===== src/logic/uart_flow_pkg.sv =====
package uart_flow_pkg;

    // ==========================================================
    // register map (byte addresses, one 32-bit word each)
    localparam logic [5:0] DATA_OFS        = 6'h00;
    localparam logic [5:0] LINE_STATUS_OFS = 6'h04;
    localparam logic [5:0] MODEM_STATUS_OFS = 6'h08;
    localparam logic [5:0] TX_LEVEL_OFS    = 6'h0c;
    localparam logic [5:0] RX_LEVEL_OFS    = 6'h10;
    localparam logic [5:0] CONTROL_OFS     = 6'h14;
    localparam logic [5:0] IRQ_CONFIG_OFS  = 6'h18;
    localparam logic [5:0] IRQ_STATUS_OFS  = 6'h1c;
    localparam logic [5:0] DIVISOR_OFS     = 6'h20;

    // ==========================================================
    // field positions
    localparam int LS_RX_READY_BIT = 0;
    localparam int LS_OVERRUN_BIT  = 1;
    localparam int LS_TX_EMPTY_BIT = 5;
    localparam int LS_TX_IDLE_BIT  = 6;
    localparam int MS_CHANGE_BIT   = 0;
    localparam int MS_CTS_BIT      = 4;
    localparam int IS_RXA_BIT      = 0;
    localparam int IS_TIMEOUT_BIT  = 1;
    localparam int IS_TXE_BIT      = 2;
    localparam int IS_MODEM_BIT    = 3;

    // ==========================================================
    // control word: bit0 enable ... bit7 active-low pins
    typedef struct packed {
        logic       active_low;
        logic [1:0] auto_thr;
        logic       auto_tx;
        logic       auto_rx;
        logic       rts_manual;
        logic       two_wire;
        logic       enable;
    } ctrl_s;

    typedef struct packed {
        logic [1:0] trig;
        logic       modem_en;
        logic       txe_en;
        logic       rxa_en;
    } irq_cfg_s;

    // ==========================================================
    // reset values and timing
    localparam ctrl_s       CONTROL_RST    = '0;
    localparam irq_cfg_s    IRQ_CONFIG_RST = '0;
    localparam logic [15:0] DIVISOR_RST    = 16'h0364;
    localparam int          FIFO_DEPTH     = 16;
    localparam int          CHAR_BITS      = 10;
    localparam int          TIMEOUT_CHARS  = 4;
    localparam logic [5:0]  TIMEOUT_TICKS  = 6'(TIMEOUT_CHARS * CHAR_BITS);
    localparam logic [3:0]  TX_SHIFT_BITS  = 4'h9;
    localparam logic [3:0]  RX_FRAME_TICKS = 4'ha;

endpackage : uart_flow_pkg


===== src/logic/uart_flow.sv =====
`timescale 1ns/100ps
`default_nettype none

module uart_flow
    import uart_flow_pkg::*;
(
    input  wire logic        i_ref_clk,
    input  wire logic        i_reset,
    input  wire logic [5:0]  i_address,
    input  wire logic        i_read,
    input  wire logic        i_write,
    input  wire logic [31:0] i_writedata,
    output logic      [31:0] o_readdata,
    output logic             o_waitrequest,
    input  wire logic        i_rxd,
    output logic             o_txd,
    input  wire logic        i_cts,
    output logic             o_rts,
    output logic             o_rts_oe,
    output logic             o_irq
);

    // ==========================================================
    // decoders
    function automatic logic hit(input logic [5:0] addr, input logic [5:0] ofs);
        return addr[5:2] == ofs[5:2];
    endfunction : hit

    function automatic logic [4:0] trig_level(input logic [1:0] sel);
        unique case (sel)
            2'h0: return 5'h01;
            2'h1: return 5'h04;
            2'h2: return 5'h08;
            2'h3: return 5'h0e;
        endcase
    endfunction : trig_level

    function automatic logic [4:0] rts_level(input logic [1:0] sel);
        unique case (sel)
            2'h0: return 5'h08;
            2'h1: return 5'h0b;
            2'h2: return 5'h0d;
            2'h3: return 5'h0f;
        endcase
    endfunction : rts_level

    // ==========================================================
    // declarations
    ctrl_s       ctrl_ff;
    irq_cfg_s    icfg_ff;
    logic [15:0] div_ff;
    logic        ack_ff;
    logic [31:0] rdata_ff;
    logic        tx_busy_ff;
    logic [3:0]  tx_cnt_ff;
    logic [8:0]  tx_shift_ff;
    logic        txd_ff;
    logic        txe_ff;
    logic        rx_busy_ff;
    logic [3:0]  rx_cnt_ff;
    logic [7:0]  rx_shift_ff;
    logic        ovr_ff;
    logic        cts_prev_ff;
    logic        cts_seen_ff;
    logic        msi_ff;
    logic [5:0]  to_cnt_ff;
    logic        rts_ff;
    logic        rts_oe_ff;
    logic [7:0]  tx_head;
    logic [7:0]  rx_head;
    logic [4:0]  tx_level;
    logic [4:0]  rx_level;
    logic        tx_full;
    logic        tx_empty;
    logic        rx_full;
    logic        rx_empty;
    logic        tx_tick;
    logic        rx_tick;

    // ==========================================================
    // avalon slave: one wait state, effects on the first edge
    wire strobe   = (i_read | i_write) & ~ack_ff;
    wire wr       = strobe & i_write;
    wire rd       = strobe & i_read;
    wire wr_data  = wr & hit(i_address, DATA_OFS);
    wire rd_data  = rd & hit(i_address, DATA_OFS);
    wire rd_line  = rd & hit(i_address, LINE_STATUS_OFS);
    wire rd_modem = rd & hit(i_address, MODEM_STATUS_OFS);
    wire rd_istat = rd & hit(i_address, IRQ_STATUS_OFS);
    assign o_waitrequest = strobe;
    assign o_readdata    = rdata_ff;

    // ==========================================================
    // flow-control view of the pins
    wire four_wire   = ctrl_ff.enable & ~ctrl_ff.two_wire;
    wire cts_active  = i_cts ^ ctrl_ff.active_low;
    wire auto_rx_on  = four_wire & ctrl_ff.auto_rx;
    wire auto_tx_on  = four_wire & ctrl_ff.auto_tx;
    wire cts_change  = cts_seen_ff & (i_cts != cts_prev_ff);
    wire rts_wanted  = auto_rx_on ? (rx_level < rts_level(ctrl_ff.auto_thr))
                                  : ctrl_ff.rts_manual;

    // ==========================================================
    // transmit path
    wire tx_push  = wr_data & ~tx_full;
    wire tx_gate  = ~auto_tx_on | cts_active;
    wire tx_free  = ~tx_busy_ff | (tx_cnt_ff == '0);
    wire tx_load  = tx_tick & tx_free & ~tx_empty & ctrl_ff.enable & tx_gate;
    wire tx_pop   = tx_load;
    wire txe_set  = tx_pop & (tx_level == 5'h01);

    // ==========================================================
    // receive path
    wire rx_start = ~rx_busy_ff & ~i_rxd & ctrl_ff.enable;
    wire rx_false = rx_tick & rx_busy_ff & (rx_cnt_ff == RX_FRAME_TICKS) & i_rxd;
    wire rx_done  = rx_tick & rx_busy_ff & (rx_cnt_ff == 4'h1);
    wire rx_push  = rx_done & ~rx_full;
    wire rx_pop   = rd_data & ~rx_empty;
    wire ovr_set  = rx_done & rx_full;

    // ==========================================================
    // interrupt conditions (levels gated by their enables)
    wire rxa_lvl     = (rx_level >= trig_level(icfg_ff.trig));
    wire timeout_lvl = (to_cnt_ff == TIMEOUT_TICKS) & ~rx_empty;
    assign o_irq = (icfg_ff.rxa_en & (rxa_lvl | timeout_lvl))
                 | (icfg_ff.txe_en & txe_ff)
                 | (icfg_ff.modem_en & msi_ff);

    // ==========================================================
    // read selection
    wire [31:0] line_word  = 32'(rx_empty ? 1'b0 : 1'b1) << LS_RX_READY_BIT
                           | 32'(ovr_ff) << LS_OVERRUN_BIT
                           | 32'(tx_empty) << LS_TX_EMPTY_BIT
                           | 32'(tx_empty & ~tx_busy_ff) << LS_TX_IDLE_BIT;
    wire [31:0] modem_word = 32'(msi_ff) << MS_CHANGE_BIT
                           | 32'(cts_active) << MS_CTS_BIT;
    wire [31:0] istat_word = 32'(rxa_lvl) << IS_RXA_BIT
                           | 32'(timeout_lvl) << IS_TIMEOUT_BIT
                           | 32'(txe_ff) << IS_TXE_BIT
                           | 32'(msi_ff) << IS_MODEM_BIT;
    wire [31:0] rd_mux =
        hit(i_address, DATA_OFS)         ? {24'h000000, rx_head} :
        hit(i_address, LINE_STATUS_OFS)  ? line_word :
        hit(i_address, MODEM_STATUS_OFS) ? modem_word :
        hit(i_address, TX_LEVEL_OFS)     ? {27'h0000000, tx_level} :
        hit(i_address, RX_LEVEL_OFS)     ? {27'h0000000, rx_level} :
        hit(i_address, CONTROL_OFS)      ? {24'h000000, ctrl_ff} :
        hit(i_address, IRQ_CONFIG_OFS)   ? {27'h0000000, icfg_ff} :
        hit(i_address, IRQ_STATUS_OFS)   ? istat_word :
        hit(i_address, DIVISOR_OFS)      ? {16'h0000, div_ff} : 32'h00000000;

    // ==========================================================
    // queues and bit-rate enables
    byte_queue #(.WIDTH(8), .DEPTH(FIFO_DEPTH)) tx_q (
        .i_ref_clk (i_ref_clk),
        .i_reset   (i_reset),
        .i_push    (tx_push),
        .i_data    (i_writedata[7:0]),
        .i_pop     (tx_pop),
        .o_head    (tx_head),
        .o_level   (tx_level),
        .o_full    (tx_full),
        .o_empty   (tx_empty)
    );

    byte_queue #(.WIDTH(8), .DEPTH(FIFO_DEPTH)) rx_q (
        .i_ref_clk (i_ref_clk),
        .i_reset   (i_reset),
        .i_push    (rx_push),
        .i_data    (rx_shift_ff),
        .i_pop     (rx_pop),
        .o_head    (rx_head),
        .o_level   (rx_level),
        .o_full    (rx_full),
        .o_empty   (rx_empty)
    );

    bit_tick tx_rate (
        .i_ref_clk (i_ref_clk),
        .i_reset   (i_reset),
        .i_div     (div_ff),
        .i_restart (1'b0),
        .o_tick    (tx_tick)
    );

    bit_tick rx_rate (
        .i_ref_clk (i_ref_clk),
        .i_reset   (i_reset),
        .i_div     (div_ff),
        .i_restart (rx_start),
        .o_tick    (rx_tick)
    );

    // ==========================================================
    // bus handshake and registered read data
    always_ff @(posedge i_ref_clk or posedge i_reset) begin
        if (i_reset) begin
            ack_ff   <= 1'b0;
            rdata_ff <= '0;
        end else begin
            ack_ff   <= strobe;
            rdata_ff <= rd ? rd_mux : rdata_ff;
        end
    end

    // software-written configuration
    always_ff @(posedge i_ref_clk or posedge i_reset) begin
        if (i_reset) begin
            ctrl_ff <= CONTROL_RST;
            icfg_ff <= IRQ_CONFIG_RST;
            div_ff  <= DIVISOR_RST;
        end else begin
            if (wr & hit(i_address, CONTROL_OFS))
                ctrl_ff <= ctrl_s'(i_writedata[7:0]);
            if (wr & hit(i_address, IRQ_CONFIG_OFS))
                icfg_ff <= irq_cfg_s'(i_writedata[4:0]);
            if (wr & hit(i_address, DIVISOR_OFS))
                div_ff <= i_writedata[15:0];
        end
    end

    // transmit shifter: start bit on load, then 8 data and stop
    always_ff @(posedge i_ref_clk or posedge i_reset) begin
        if (i_reset) begin
            tx_busy_ff  <= 1'b0;
            tx_cnt_ff   <= '0;
            tx_shift_ff <= '1;
            txd_ff      <= 1'b1;
        end else if (tx_tick) begin
            if (tx_busy_ff & (tx_cnt_ff != '0)) begin
                txd_ff      <= tx_shift_ff[0];
                tx_shift_ff <= {1'b1, tx_shift_ff[8:1]};
                tx_cnt_ff   <= tx_cnt_ff - 4'h1;
            end else if (tx_load) begin
                txd_ff      <= 1'b0;
                tx_shift_ff <= {1'b1, tx_head};
                tx_cnt_ff   <= TX_SHIFT_BITS;
                tx_busy_ff  <= 1'b1;
            end else begin
                tx_busy_ff  <= 1'b0;
                txd_ff      <= 1'b1;
            end
        end
    end
    assign o_txd = txd_ff;

    // receive sampler: mid-bit samples, start check then 8 data then stop
    always_ff @(posedge i_ref_clk or posedge i_reset) begin
        if (i_reset) begin
            rx_busy_ff  <= 1'b0;
            rx_cnt_ff   <= '0;
            rx_shift_ff <= '0;
        end else if (rx_start) begin
            rx_busy_ff <= 1'b1;
            rx_cnt_ff  <= RX_FRAME_TICKS;
        end else if (rx_false | rx_done) begin
            rx_busy_ff <= 1'b0;
        end else if (rx_tick & rx_busy_ff) begin
            rx_cnt_ff <= rx_cnt_ff - 4'h1;
            if (rx_cnt_ff != RX_FRAME_TICKS)
                rx_shift_ff <= {i_rxd, rx_shift_ff[7:1]};
        end
    end

    // sticky flags: a set in the clearing cycle wins
    always_ff @(posedge i_ref_clk or posedge i_reset) begin
        if (i_reset) begin
            txe_ff      <= 1'b0;
            ovr_ff      <= 1'b0;
            msi_ff      <= 1'b0;
            cts_prev_ff <= 1'b0;
            cts_seen_ff <= 1'b0;
        end else begin
            txe_ff      <= txe_set | (txe_ff & ~rd_istat & ~tx_push);
            ovr_ff      <= ovr_set | (ovr_ff & ~rd_line);
            msi_ff      <= cts_change | (msi_ff & ~rd_modem);
            cts_prev_ff <= i_cts;
            cts_seen_ff <= 1'b1;
        end
    end

    // receive timeout: four character times without push or pop
    always_ff @(posedge i_ref_clk or posedge i_reset) begin
        if (i_reset) begin
            to_cnt_ff <= '0;
        end else if (rx_push | rx_pop | rx_empty) begin
            to_cnt_ff <= '0;
        end else if (tx_tick & (to_cnt_ff != TIMEOUT_TICKS)) begin
            to_cnt_ff <= to_cnt_ff + 6'h01;
        end
    end

    // request pin and ownership, refreshed every cycle
    always_ff @(posedge i_ref_clk or posedge i_reset) begin
        if (i_reset) begin
            rts_ff    <= 1'b0;
            rts_oe_ff <= 1'b0;
        end else begin
            rts_ff    <= rts_wanted ^ ctrl_ff.active_low;
            rts_oe_ff <= four_wire;
        end
    end
    assign o_rts    = rts_ff;
    assign o_rts_oe = rts_oe_ff;
endmodule : uart_flow

`default_nettype wire


===== src/logic/byte_queue.sv =====
`timescale 1ns/100ps
`default_nettype none

module byte_queue #(
    parameter int WIDTH = 8,
    parameter int DEPTH = 16,
    parameter int LW    = $clog2(DEPTH) + 1
) (
    input  wire logic             i_ref_clk,
    input  wire logic             i_reset,
    input  wire logic             i_push,
    input  wire logic [WIDTH-1:0] i_data,
    input  wire logic             i_pop,
    output logic      [WIDTH-1:0] o_head,
    output logic      [LW-1:0]    o_level,
    output logic                  o_full,
    output logic                  o_empty
);

    localparam int PW = $clog2(DEPTH);

    logic [WIDTH-1:0] mem [DEPTH];
    logic [PW-1:0]    wr_ptr_ff;
    logic [PW-1:0]    rd_ptr_ff;
    logic [LW-1:0]    level_ff;
    wire              do_push = i_push & ~o_full;
    wire              do_pop  = i_pop & ~o_empty;

    // ==========================================================
    // status
    assign o_full  = (level_ff == LW'(DEPTH));
    assign o_empty = (level_ff == '0);
    assign o_level = level_ff;
    assign o_head  = mem[rd_ptr_ff];

    // storage array
    always_ff @(posedge i_ref_clk) begin
        if (do_push) begin
            mem[wr_ptr_ff] <= i_data;
        end
    end

    // pointers and fill count
    always_ff @(posedge i_ref_clk or posedge i_reset) begin
        if (i_reset) begin
            wr_ptr_ff <= '0;
            rd_ptr_ff <= '0;
            level_ff  <= '0;
        end else begin
            wr_ptr_ff <= wr_ptr_ff + PW'(do_push);
            rd_ptr_ff <= rd_ptr_ff + PW'(do_pop);
            level_ff  <= level_ff + LW'(do_push) - LW'(do_pop);
        end
    end

endmodule : byte_queue

`default_nettype wire


===== src/logic/bit_tick.sv =====
`timescale 1ns/100ps
`default_nettype none

module bit_tick (
    input  wire logic        i_ref_clk,
    input  wire logic        i_reset,
    input  wire logic [15:0] i_div,
    input  wire logic        i_restart,
    output logic             o_tick
);

    logic [15:0] cnt_ff;

    // ==========================================================
    // one-cycle enable every i_div clocks; restart aims mid-bit
    assign o_tick = (cnt_ff == '0) & ~i_restart;

    always_ff @(posedge i_ref_clk or posedge i_reset) begin
        if (i_reset) begin
            cnt_ff <= '0;
        end else if (i_restart) begin
            cnt_ff <= {1'b0, i_div[15:1]};
        end else if (cnt_ff == '0) begin
            cnt_ff <= i_div - 16'h0001;
        end else begin
            cnt_ff <= cnt_ff - 16'h0001;
        end
    end

endmodule : bit_tick

`default_nettype wire


===== config.mk =====
export PLATFORM = sky130hd
export DESIGN_NAME = uart_flow
export DESIGN_NICKNAME = d
export VERILOG_FILES = /design/src/logic/uart_flow_pkg.sv /design/src/logic/uart_flow.sv /design/src/logic/byte_queue.sv /design/src/logic/bit_tick.sv
export SDC_FILE = /design/constraint.sdc
export NUM_CORES = 1
export LEC_CHECK = 0
export BUFFER_PORTS_ARGS = -buffer_cell sky130_fd_sc_hd__buf_2
export CORE_MARGIN = 10
export CORE_UTILIZATION = 61
export CTS_CLUSTER_SIZE = 40
export DETAILED_ROUTE_END_ITERATION = 16
export HOLD_SLACK_MARGIN = 0.06
export PLACE_DENSITY_LB_ADDON = 0.08
export SLEW_MARGIN = 20
export SYNTH_ARGS = -nofsm -noshare
export SYNTH_HDL_FRONTEND = slang
export SYNTH_HIERARCHICAL = 1
export SYNTH_SLANG_ARGS = --single-unit

===== constraint.sdc =====
create_clock -name i_ref_clk -period 7.1 [get_ports i_ref_clk]
set_input_delay 0.355 -clock i_ref_clk [delete_from_list [all_inputs] [get_ports i_ref_clk]]
set_output_delay 0.355 -clock i_ref_clk [all_outputs]
set_load 0.005 [all_outputs]

==> summary.md <==
| Metric | Value |
|---|---|
| Most common cell after layout, fill and taps aside | `edfxtp_1` |
| CP Launch Type | `register` |
| Distinct cells, synth | `around 90` |
| Initial antenna violation count | `1` |
| Post-synth EDFFs | `about 260` |
| Reg2Reg Depth | `15` |
| Area of placed instances | `~0.019 mm^2` |
| Vias/cell | `6.34` |
| Hold path cells | `2` |
| Crit-path slowest cell | `nor2_1` |
| Synth Area in Compound Gates | `0.102` |
| Max stage delay on crit path | `0.66 ns` |
| Drc violations | `0` |
| Crit path capture type | `register` |
| Commonest cells after routing, fill and taps aside | `edfxtp_1, dfrtp_1, nor2_1, nand2_1, a21oi_1` |
| Cells after synthesis | `about 1300` |
| Worst EP required | `around 7.6 ns` |
| Fillers | `2097` |
| Top FF cell, synth | `edfxtp_1` |
| H-tree levels | `2` |
| Buf/Inv on CP | `4` |
| Final setup fails | `0` |
| Sequential share of the synthesized area | `0.610` |
| Overall global routing resource usage | `0.216` |
| Layout area overhead | `9.47%` |
| Final Cell Area | `between 0.02 and 0.025 mm^2` |
| Clk sink count | `400` |
| Max Slew Vio Count | `0` |
| Largest family of logic cells by synthesized area | `multiplexers` |
| Syn Area/Cell | `between 10 and 15 um^2` |
| Die Footprint | `approximately 0.038 mm^2` |
| N_diodes | `0` |
| Synthesized cell area | `about 0.019 mm^2` |
| Max VDD drop | `roughly 0.00023 V` |
| Crit path time final | `3.99 ns` |
| Cell Pwr Density | `approximately 310 mW/mm^2` |
| Overall power | `between 6 and 7 mW` |
| Multi-input logic area | `0.00657 mm^2` |
| Setup ws final | `3.11 ns` |
| Maxcap violations | `0` |
| Arrival time worst endpoint | `about 4.4 ns` |
| Core area | `slightly below 0.03 mm^2` |
| Simple-Gate Fraction of Synth Area | `0.0922` |
| Setup TNS | `0 ns` |
| Largest net degree at the start of global routing | `69` |
| XOR/XNOR Fraction of Synth Area | `0.0170` |
| Post_cts resized | `0` |
| Dpl hpwl | `27.7 mm` |
| CP most frequent cell | `inv_1` |
| Top delay family on crit path | `simple AND/OR/NAND/NOR gates` |
| CTS Buf Count | `a little over 40` |
| Period utilization | `0.561` |
| Die extent in x | `approximately 190 um` |
| First DRT Iteration DRCs | `around 1100` |
| TritonRoute pass-1 iters | `6` |
| Final Hold Slack | `0.0795 ns` |
| RSZ-0062 raised after global routing | `false` |
| Critical path depth | `15` |
| Post-Synth Adder-Cell Area | `0.0258` |
| Async SR Flop Fraction | `0.360` |
| Clock latency on the worst-skew pair | `0.53 ns` |
| Status | `finished clean` |
| Via count | `approximately 11000` |
| Worst hold path type | `in2reg` |
| Least-Margin Pin Slew | `between 0.9 and 1 ns` |
| Post-route ant nets | `0` |
| Setup Skew | `0.0131 ns` |
| Leak | `7.62 nW` |
| Row count | `63` |
| Slew HR | `0.365` |
| Critical-path cell list | `nor4_4 -> nand4_1 -> nor2_1 -> nand3_1 -> inv_1 -> nor2b_1 -> ha_1 -> inv_1 -> ha_1 -> inv_1 -> fa_1 -> inv_1 -> a21oi_1 -> o21bai_1 -> xnor2_1` |
| IO Port Bufs | `46` |
| First-pass GRT wire length | `between 60 and 70 mm` |
| Nets | `around 1500` |
| Remaining Overflow, GRT | `0` |
| Layout cells sized above 1 | `0.161` |
| Register area | `about 0.011 mm^2` |
| Clk root buf | `clkbuf_16` |
| Routability cong. | `approximately 0.9` |
| Max Clk Rate | `between 200 and 300 MHz` |
| Routed wire per std cell | `22.9 um` |
| I/O pin count | `81` |
| Clock buffer depth | `3` |
| Total wire length | `41.1 mm` |
| Final hold violations | `0` |
| Synth warnings | `6` |
| Mux share of post-synthesis cell area | `0.112` |
| Vias in the first global route | `approximately 11000` |
| DP Worst Slack | `~3.2 ns` |
| Register bit total from synthesis | `400` |
| Peak fanout along the critical path | `11` |
| CTS tree | `done` |
| Clock transition at the registers of the reported paths | `0.06 ns` |
| Starting Density | `0.622` |
| Crit path kind | `reg2reg` |
| Die H | `194 um` |
## sequential cells by signal, indices dropped and copies added (netlist names), 5 cells and up
signal and flops:
ctrl_ff 8, div_ff 16, icfg_ff 5, o_readdata 16, rx_q/mem 128, rx_q/o_level 5
rx_rate/cnt_ff 16, rx_shift_ff 8, to_cnt_ff 6, tx_q/mem 128, tx_q/o_level 5, tx_rate/cnt_ff 16
tx_shift_ff 8
## cells in the mapped netlist, drive strengths merged, types with 29 or more instances
cell | count | area [um^2]
o21ai | 52 | 264
inv | 55 | 206
mux4 | 48 | 1150
nand2 | 67 | 254
edfxtp | 256 | 7690
dfrtp | 130 | 3250
nor3 | 31 | 160
ha | 35 | 438
buf | 51 | 420
a22oi | 29 | 218
mux2i | 43 | 430
mux2 | 41 | 499
a21oi | 61 | 305
nor2 | 84 | 323
## power breakdown
group          leakage, nW  switching (mW)  internal (mW)
Sequential            4.20           0.321           2.67
Combinational         2.78           0.633          0.550
Clock                0.637           0.867           1.23
## cell families after synthesis
logic type      Yosys count
compound gates          272
xor+xnor                 36
fa+ha+maj                37
buf+inv                 131
flops                   400
mux                     132
other cells               2
simple gates            311
## layer usage
| layer | GRT usage | up-vias | wire length (um) |
|---|---|---|---|
| met2 | 0.348 | 396 | 20100 |
| li1 | - | 5167 | - |
| met1 | 0.303 | 5773 | 17600 |
| met5 | 0 | - | 18 |
| met4 | 0.0497 | 2 | 775 |
| met3 | 0.0334 | 56 | 2580 |
## stage by stage
step,std cells,util
floorplan,1341,-
global placement,1715,0.635
detailed placement,1715,0.635
CTS,1797,0.681
global route,1797,0.681
finish,1797,0.681
## worst paths after layout
| path | from | to | slack [ns] |
|---|---|---|---|
| max in group asynchronous | i_reset | tx_cnt_ff[3] | 5.46 |
| worst min-delay path | i_writedata[9] | div_ff[9] | 0.08 |
| worst max register to register | tx_rate/cnt_ff[12] | tx_q/o_level[4] | 3.11 |
| min in group asynchronous | i_reset | o_readdata[5] | 0.42 |
| worst min register to register | tx_shift_ff[7] | tx_shift_ff[7] | 0.47 |
| worst max-delay path | tx_rate/cnt_ff[12] | tx_q/o_level[4] | 3.11 |
## final cells by class
class | count | area share
Sequential cell | 400 | 0.558
Multi-Input combinational cell | 810 | 0.324
Clock buffer | 49 | 0.0531
Tap cell | 390 | 0.0241
Timing Repair Buffer | 67 | 0.0200
Clock inverter | 26 | 0.0113
Inverter | 55 | 0.0102
## timing repair
action,CTS,global route
setup buffers,0,0
hold endpoints to repair,80,0
hold buffers,7,0
Note: power is estimated with default switching activity, not from simulation.
